<file path="config.mk">
export PLATFORM = sky130hd
export DESIGN_NAME = osp_sync_pins
export DESIGN_NICKNAME = d
export VERILOG_FILES = /design/src/rtl/osp_pkg.sv /design/src/rtl/osp_sync_pins.sv
export SDC_FILE = /design/constraint.sdc
export NUM_CORES = 1
export LEC_CHECK = 0
export BUFFER_PORTS_ARGS = -buffer_cell sky130_fd_sc_hd__buf_2
export CELL_PAD_IN_SITES_DETAIL_PLACEMENT = 1
export CELL_PAD_IN_SITES_GLOBAL_PLACEMENT = 1
export CORE_UTILIZATION = 28
export CTS_CLUSTER_SIZE = 16
export DETAILED_ROUTE_END_ITERATION = 8
export PLACE_DENSITY = 0.69
export SLEW_MARGIN = 5
export SYNTH_ARGS = -nofsm -noshare
export SYNTH_HDL_FRONTEND = slang
export SYNTH_SLANG_ARGS = --single-unit
export TNS_END_PERCENT = 1
</file>
<file path="constraint.sdc">
create_clock -name i_core_clk -period 4.1 [get_ports i_core_clk]
set_input_delay 0.205 -clock i_core_clk [delete_from_list [all_inputs] [get_ports i_core_clk]]
set_output_delay 0.205 -clock i_core_clk [all_outputs]
set_load 0.02 [all_outputs]
</file>
<file path="src/rtl/osp_pkg.sv">
// osp_pkg: shared types and constants for the sync pin mode block
// assumes a single 100 MHz core clock domain
package osp_pkg;

  // ------------------------------------------------------------------
  // mode codes of the four-bit mode field
  // ------------------------------------------------------------------
  localparam logic [3:0] OSP_MODE_SAMPLE_OUT = 4'h4;
  localparam logic [3:0] OSP_MODE_SAMPLE_RTC = 4'h5;
  localparam logic [3:0] OSP_MODE_SLAVE_EXP = 4'h6;
  localparam logic [3:0] OSP_MODE_MASTER_EXP = 4'h7;
  localparam logic [3:0] OSP_MODE_RESET = 4'h0;
  localparam logic [7:0] OSP_SYNC_CTRL_OFFSET = 8'h10;

  // ------------------------------------------------------------------
  // timing: sample pulse width on the master output
  // ------------------------------------------------------------------
  localparam int OSP_CLK_PERIOD_NS = 10;
  localparam int OSP_PULSE_NS = 100;
  localparam int OSP_PULSE_CYC_I = (OSP_PULSE_NS + OSP_CLK_PERIOD_NS - 1)
                                   / OSP_CLK_PERIOD_NS;
  localparam logic [3:0] OSP_PULSE_CYC = 4'(OSP_PULSE_CYC_I);

  // ------------------------------------------------------------------
  // carriers
  // ------------------------------------------------------------------
  typedef struct packed {
    logic o;
    logic oe;
  } osp_pin_s;

  typedef struct packed {
    logic [2:0] sync_a;
    logic [2:0] sync_b;
    logic sync_a_lvl;
    logic sync_b_lvl;
    logic trig_pend;
    logic lf_pend;
    logic [3:0] pulse_cnt;
    osp_pin_s pin_a;
    osp_pin_s pin_b;
    logic sample_tick;
    logic exp_tick;
  } osp_state_s;

  // ------------------------------------------------------------------
  // reset values
  // ------------------------------------------------------------------
  // pin b idles high (pull-up, clock idle); seeding its synchroniser
  // high avoids a false rising edge straight after reset
  localparam osp_state_s OSP_STATE_RST = '{
    sync_b: 3'h7,
    sync_b_lvl: 1'b1,
    default: '0
  };

endpackage : osp_pkg

</file>
<file path="src/rtl/osp_sync_pins.sv">
// osp_sync_pins: mode-dependent drive of the two synchronisation pins
// assumes the sequencer supplies internal ticks and exposure slot info,
// and that the mode field is held stable by the register block outside
//
// Summary of operation
// RL1: four-bit mode field selects pin functions
// RL2: mode 0100 drives pin a as sample output
// RL3: mode 0100 mux pin low on slots
// RL4: mode 0100 mux pin tristate without slots
// RL5: mode 0100 timing from internal oscillator
// RL6: mode 0101 sample out, pin b clock input
// RL7: mode 0101 exposures timed from external clock
// RL8: mode 0110 pin a is trigger input
// RL9: outside source supplies triggers in 0110
// RL10: mode 0110 all timing from trigger
// RL11: modes 0110/0111 mux pin high on slots
// RL12: modes 0110/0111 mux tristate without slots
// RL13: mode 0111 drives pin a as exposure output
// RL14: mode 0111 timing generated internally
// RL15: slots a-c map to muxed emitters 4-6
`timescale 1ns/1ps
`default_nettype none

module osp_sync_pins
  import osp_pkg::*;
(
  input wire logic i_core_clk,
  input wire logic i_rst_b,
  input wire logic [3:0] i_sync_mode,
  input wire logic i_int_sample_tick,
  input wire logic i_int_exp_tick,
  input wire logic [2:0] i_slot_abc_enabled,
  input wire logic [2:0] i_slot_abc_active,
  input wire logic i_sync_pin_a_in,
  input wire logic i_sync_pin_b_in,
  output logic o_sync_pin_a_out,
  output logic o_sync_pin_a_oe,
  output logic o_sync_pin_b_out,
  output logic o_sync_pin_b_oe,
  output logic o_sample_tick,
  output logic o_exp_tick
);

  // ------------------------------------------------------------------
  // state
  // ------------------------------------------------------------------
  osp_state_s state_q;
  osp_state_s state_d;

  logic any_slot_en;
  logic in_muxed_exp;
  logic a_rise;
  logic b_rise;
  logic a_stable;
  logic b_stable;
  logic [1:0][2:0] sync_stg;
  logic [1:0] sync_lvl;
  logic [1:0] pin_stable;
  logic [1:0] pin_rise;

  // RL15 slot mapping
  // slots a, b, c expose through the external mux onto emitters 4-6
  assign any_slot_en = |i_slot_abc_enabled;
  assign in_muxed_exp = |(i_slot_abc_enabled & i_slot_abc_active);

  // index 0 is pin a, index 1 is pin b
  assign sync_stg = {state_q.sync_b, state_q.sync_a};
  assign sync_lvl = {state_q.sync_b_lvl, state_q.sync_a_lvl};

  // ------------------------------------------------------------------
  // pin input edge detect
  // ------------------------------------------------------------------
  // a level change counts only once stages two and three agree
  for (genvar gi = 0; gi < 2; gi++) begin : g_pin_edge
    assign pin_stable[gi] = sync_stg[gi][2] == sync_stg[gi][1];
    assign pin_rise[gi] = pin_stable[gi] && sync_stg[gi][1] && !sync_lvl[gi];
  end

  assign a_stable = pin_stable[0];
  assign b_stable = pin_stable[1];
  assign a_rise = pin_rise[0];
  assign b_rise = pin_rise[1];

  // ------------------------------------------------------------------
  // next state
  // ------------------------------------------------------------------
  always_comb begin
    state_d = state_q;
    state_d.sync_a = {state_q.sync_a[1:0], i_sync_pin_a_in};
    state_d.sync_b = {state_q.sync_b[1:0], i_sync_pin_b_in};
    if (a_stable) begin
      state_d.sync_a_lvl = state_q.sync_a[1];
    end
    if (b_stable) begin
      state_d.sync_b_lvl = state_q.sync_b[1];
    end
    state_d.sample_tick = 1'b0;
    state_d.exp_tick = 1'b0;
    state_d.trig_pend = a_rise;
    state_d.lf_pend = b_rise;
    if (state_q.pulse_cnt != 4'h0) begin
      state_d.pulse_cnt = state_q.pulse_cnt - 4'h1;
    end
    state_d.pin_a = '{o: 1'b0, oe: 1'b0};
    state_d.pin_b = '{o: 1'b0, oe: 1'b0};

    // RL1 mode decode
    unique case (i_sync_mode)
      OSP_MODE_SAMPLE_OUT: begin
        // RL5 internal oscillator
        state_d.sample_tick = i_int_sample_tick;
        state_d.exp_tick = i_int_exp_tick;
        // RL2 sample output
        if (i_int_sample_tick) begin
          state_d.pulse_cnt = OSP_PULSE_CYC;
        end
        state_d.pin_a = '{o: state_q.pulse_cnt != 4'h0, oe: 1'b1};
        // RL3 mux low active
        // RL4 tristate otherwise
        state_d.pin_b = '{o: !in_muxed_exp, oe: any_slot_en};
      end
      OSP_MODE_SAMPLE_RTC: begin
        // RL6 sample output
        state_d.sample_tick = i_int_sample_tick;
        if (i_int_sample_tick) begin
          state_d.pulse_cnt = OSP_PULSE_CYC;
        end
        state_d.pin_a = '{o: state_q.pulse_cnt != 4'h0, oe: 1'b1};
        // RL7 external clock exposures
        // one exposure step per rising edge of the low-frequency clock
        state_d.exp_tick = state_q.lf_pend;
      end
      OSP_MODE_SLAVE_EXP: begin
        // RL8 RL9 trigger input
        // RL10 timing from trigger
        state_d.sample_tick = state_q.trig_pend;
        state_d.exp_tick = state_q.trig_pend;
        // RL11 mux high active
        // RL12 tristate otherwise
        state_d.pin_b = '{o: in_muxed_exp, oe: any_slot_en};
      end
      OSP_MODE_MASTER_EXP: begin
        // RL14 internal timing
        state_d.sample_tick = i_int_sample_tick;
        state_d.exp_tick = i_int_exp_tick;
        // RL13 exposure output
        if (i_int_exp_tick) begin
          state_d.pulse_cnt = OSP_PULSE_CYC;
        end
        state_d.pin_a = '{o: state_q.pulse_cnt != 4'h0, oe: 1'b1};
        // RL11 mux high active
        // RL12 tristate otherwise
        state_d.pin_b = '{o: in_muxed_exp, oe: any_slot_en};
      end
      default: begin
        // other modes belong to neighbouring logic; pins released
        state_d.pulse_cnt = 4'h0;
      end
    endcase
  end

  // ------------------------------------------------------------------
  // registers
  // ------------------------------------------------------------------
  always_ff @(posedge i_core_clk) begin
    if (!i_rst_b) begin
      state_q <= OSP_STATE_RST;
    end else begin
      state_q <= state_d;
    end
  end

  assign o_sync_pin_a_out = state_q.pin_a.o;
  assign o_sync_pin_a_oe = state_q.pin_a.oe;
  assign o_sync_pin_b_out = state_q.pin_b.o;
  assign o_sync_pin_b_oe = state_q.pin_b.oe;
  assign o_sample_tick = state_q.sample_tick;
  assign o_exp_tick = state_q.exp_tick;

endmodule // osp_sync_pins

`default_nettype wire

</file>
# Word-level counts from Yosys, hierarchy flattened
# Index checks and enable logic that the tools add are counted.
dict set report totals {
  latch_bits 0
  elab_cells 43
  ff_bits 20
  mem_bits_ro 0
  mem_bits_rw 0
  mem_count 0
}
dict set report classes {
  order_cmp 0
  multipliers 0
  bitwise 1
  shifts 0
  add_sub_neg 1
  eq_ne 6
  n_div 0
  reduce_logical 15
  mux 7
}
# cell count
set op_table {}
lappend op_table {{4-bit by 3-bit == test with 1-bit output (second input constant)} 4}
lappend op_table {{4-bit 2-to-1 mux} 3}
lappend op_table {{4-bit one-hot mux with 3 select lines} 1}
lappend op_table {{3-bit OR reduction} 3}
lappend op_table {{2-bit one-hot mux with 3 select lines} 1}
lappend op_table {{2-bit OR reduction} 3}
lappend op_table {{1-bit logical AND} 4}
lappend op_table {{2-bit one-hot mux with 2 select lines} 1}
lappend op_table {{4-bit nonzero test} 1}
lappend op_table {{4-bit by 1-bit subtractor with 4-bit output (second input constant)} 1}
lappend op_table {{3-bit bitwise AND} 1}
lappend op_table {{1-bit logical NOT} 3}
lappend op_table {{1-bit == test} 2}
lappend op_table {{2-bit AND reduction} 1}
lappend op_table {{1-bit 2-to-1 mux} 1}

# Depth between registers and ports, before layout
dict set report depth {
  word_depth 4
  mapped_depth 5
  depth_no_buf 5
}

# Worst setup path before layout
# OpenSTA, ideal clock, no wires.
dict set report synth_timing {
  path_type {reg2reg}
  startpoint {register state_q[6] (netlist bit)}
  endpoint {register state_q[7] (netlist bit)}
  path_slack_ns 2.787
  synth_period_minus_slack_ns 1.313
  t_required_ns 4.028
  path_stages_with_launch 6
  t_arrival_ns 1.242
  cell_sequence {dfxtp_1 inv_1 ha_1 nor3b_4 mux2_2 a21oi_1}
}
dict set report synth_between {
  elab_chain_cells 4
}
# element line
set synth_rtl {}
lappend synth_rtl {{start: declaration} osp_sync_pins.sv:47} ;# osp_state_s state_q;
lappend synth_rtl {{start signal: assignment} osp_sync_pins.sv:169} ;# state_q <= state_d;
lappend synth_rtl {{4-bit by 1-bit subtractor with 4-bit output or 4-bit nonzero test (tied branches)} {osp_sync_pins.sv:102, osp_sync_pins.sv:101}}
lappend synth_rtl {{4-bit 2-to-1 mux *} osp_sync_pins.sv:101} ;# if (state_q.pulse_cnt != 4'h0) begin
lappend synth_rtl {{4-bit 2-to-1 mux, on equally long branches} {osp_sync_pins.sv:147, osp_sync_pins.sv:114, osp_sync_pins.sv:125}}
lappend synth_rtl {{4-bit one-hot mux with 3 select lines *} osp_sync_pins.sv:108} ;# unique case (i_sync_mode)
# Every way passes the cells marked *; elsewhere a longest branch is shown, timed or not.
# A chain may end at the register's enable or synchronous reset.

# Worst setup path in the final report
# Same ends and word-level chain as after synthesis.

==> results.md <==
- CTS resizes: 0
- Post-synth EDFFs: 0
- Worst hold slack: 0.07585 ns
- Ys Warns: 0
- Pins Over Slew Limit: 0
- Register clock-pin slew on the reported worst setup and hold paths: 0.11 ns
- PortBufs: 21
- Synth Net Count: 92
- Gpl congestion: 0.6619
- H-tree depth: 1
- Synth top area share: 51.61%
- Router iterations before antenna repair: 4
- Clock skew: 0.002031 ns
- Async SR Flop Fraction: 0%
- Vias: 586
- Hold crit path type: in -> reg
- Antenna Nets Post-Route: 0
- Final setup viols: 0
- Total Wirelength: 1391 um
- Crit Path Category: reg -> reg
- Vias per inst: 4.651
- Clock Path Buffers: 2
- Leak Pwr: 0.4390 nW
- WP data arrival: 1.71 ns
- Die area: 0.002985 sq mm
- Pin count of the biggest net entering global routing: 13
- Top fanout value on the critical path: 4
- R2R Path End: state_q[7]$_SDFF_PN0_
- Final #Nets: 116
- Post-Synthesis Cells: 73
- Fmax: 0.6789 GHz
- Cell count after placement: 122
- Non-Filler Instances: 126
- Slew HR: 76.59%
- CTS buffer count: 3
- Crit path capture type: flip-flop
- Power Dens Cells: 413.5 mW/mm^2
- Hold path cells: 2
- Chip height: 54.64 um
- Outcome: completed
- Wire per inst: 11.04 um
- Design area: 959.7 sq um
- Final count of hold timing violations: 0
- Vias in the first global route: 546
- Count leader, synth: dfxtp_1
- Netlist Area Pre-Place: 775.7 sq um
- Initial antenna violation count: 0
- Total track usage: 11.15%
- Placed cell area: 907.1 sq um
- Min cycle time layout: 1.473 ns
- Inserted Diodes: 0
- GRT Residual Overflow: 0
- # hold bufs at CTS: 0
- Post-DP HPWL: 1072 um
- I/O pin cnt: 22
- Most frequent cells after synthesis: dfxtp_1, mux2i_1, nor2_1, nor2b_1, nand2b_1
- Worst hold start: i_sync_pin_b_in
- Die W: 54.64 um
- Post-CTS setup buffer count: 0
- FF+latch count, synth: 20
- Reg2Reg Depth: 5
- Synth Area per Inst: 10.63 sq um
- Largest cells by area after synthesis: dfxtp_1, mux2i_1, ha_1
- VDD IR-drop max: 0.3699 mV
- Synth area leader: dfxtp_1
- Register area share after synthesis: 51.61%
- Root Buffer Master: clkbuf_4
- Total clock sinks: 20
- Critical R2R Launch: state_q[6]$_SDFF_PN0_
- Setup tns final: 0 ns
- Row cnt: 18
- Required time of the critical path: 4.33 ns
- Layout cells sized above 1: 30.21%
- Worst-margin pin slew: 0.3512 ns
- Max-cap violations: 0
- CTS tree: done
- CP Launch Type: flip-flop
- RSZ-0062 raised after global routing: no
- Flop2flop setup slack: 2.63 ns
- Core area: 0.002545 sq mm
- Util after Layout: 37.71%
- First-pass GRT wire length: 2228 um
- Synthesis-to-finish area growth: 23.71%
- Starting Density: 30.48%
- Hold path endpoint: state_d[15]$_SDFF_PN1_
- Fin crit share: 35.93%
- Drc violations: 0
- Synth Flop Type: dfxtp_1
- Starting DRT DRC Count: 4
- Later-pin clock latency in the skew report: 0.30 ns
- Post-synth cell types: 23
[through the flow]
stage	setup slack, ns	power [mW]
finish	2.627	0.3968
global route	2.521	0.4179
CTS	2.612	0.4044
detailed placement	2.662	0.2426
global placement	2.753	0.2410
floorplan	2.787	0.2294
[cell type report]
| class | count | area, sq um |
|---|---|---|
| Timing Repair Buffer | 21 | 105.1 |
| Multi-Input combinational cell | 48 | 352.8 |
| Fill cell | 301 | 1585 |
| Clock buffer | 3 | 22.52 |
| Clock inverter | 1 | 30.03 |
| Inverter | 3 | 11.26 |
| Tap cell | 30 | 37.54 |
| Sequential cell | 20 | 400.4 |
[critical path, stage by stage (launching register included)]
cell and delay [ns]:
dfxtp_1 0.33, inv_1 0.09, ha_1 0.23, nor3b_4 0.26, mux2_2 0.36, a21oi_1 0.13
[report_power, final]
| group | switching, mW | internal [mW] | total [mW] |
|---|---|---|---|
| Combinational | 0.0170 | 0.0184 | 0.0354 |
| Sequential | 0.00232 | 0.200 | 0.202 |
| Clock | 0.0606 | 0.0987 | 0.159 |
[cell families after synthesis]
kind of cell | share of synthesized area, %
fa+ha+maj | 4.839
buf+inv | 2.903
flops | 51.61
mux | 9.194
simple gates | 24.35
xor+xnor | 1.129
compound gates | 5.967
[cell usage in the layout, fill, tap and decap left out, drive strengths merged]
master,instances
nor2,6
a31oi,1
bufinv,1
clkbuf,3
a222oi,1
and3b,1
nand2b,4
inv,3
a21oi,3
nor2b,6
ha,3
mux2,1
a211oi,2
nor3,3
xnor2,1
dfxtp,20
nor3b,3
buf,21
mux2i,6
nand3b,1
nand2,3
and2,3
[how the worst max path moves through the flow]
stage	cells past startpoint	to	start	slack, ns
after global routing	5	state_q[7]$_SDFF_PN0_	state_q[6]$_SDFF_PN0_	2.52
after global placement	5	state_q[7]$_SDFF_PN0_	state_q[6]$_SDFF_PN0_	2.75
after floorplan	5	state_q[7]$_SDFF_PN0_	state_q[6]$_SDFF_PN0_	2.79
after CTS	5	state_q[7]$_SDFF_PN0_	state_q[6]$_SDFF_PN0_	2.61
after detailed placement	5	state_q[7]$_SDFF_PN0_	state_q[6]$_SDFF_PN0_	2.66
final	5	state_q[7]$_SDFF_PN0_	state_q[6]$_SDFF_PN0_	2.63
[state kept, by name, summed over array words and instances, names as in the netlist]
name / flops
o_sync_pin_b_out: 1
o_sync_pin_a_oe: 1
state_d: 4
o_sync_pin_b_oe: 1
o_sync_pin_a_out: 1
o_exp_tick: 1
state_q: 10
o_sample_tick: 1
[metal layers]
layer	global-route usage, %	up-vias	wire, um
li1	-	295	-
met1	10.17	273	534
met2	21.29	16	765
met3	5.000	2	77
met4	3.846	0	12
met5	0	-	0
(Power assumes the default switching activity.)
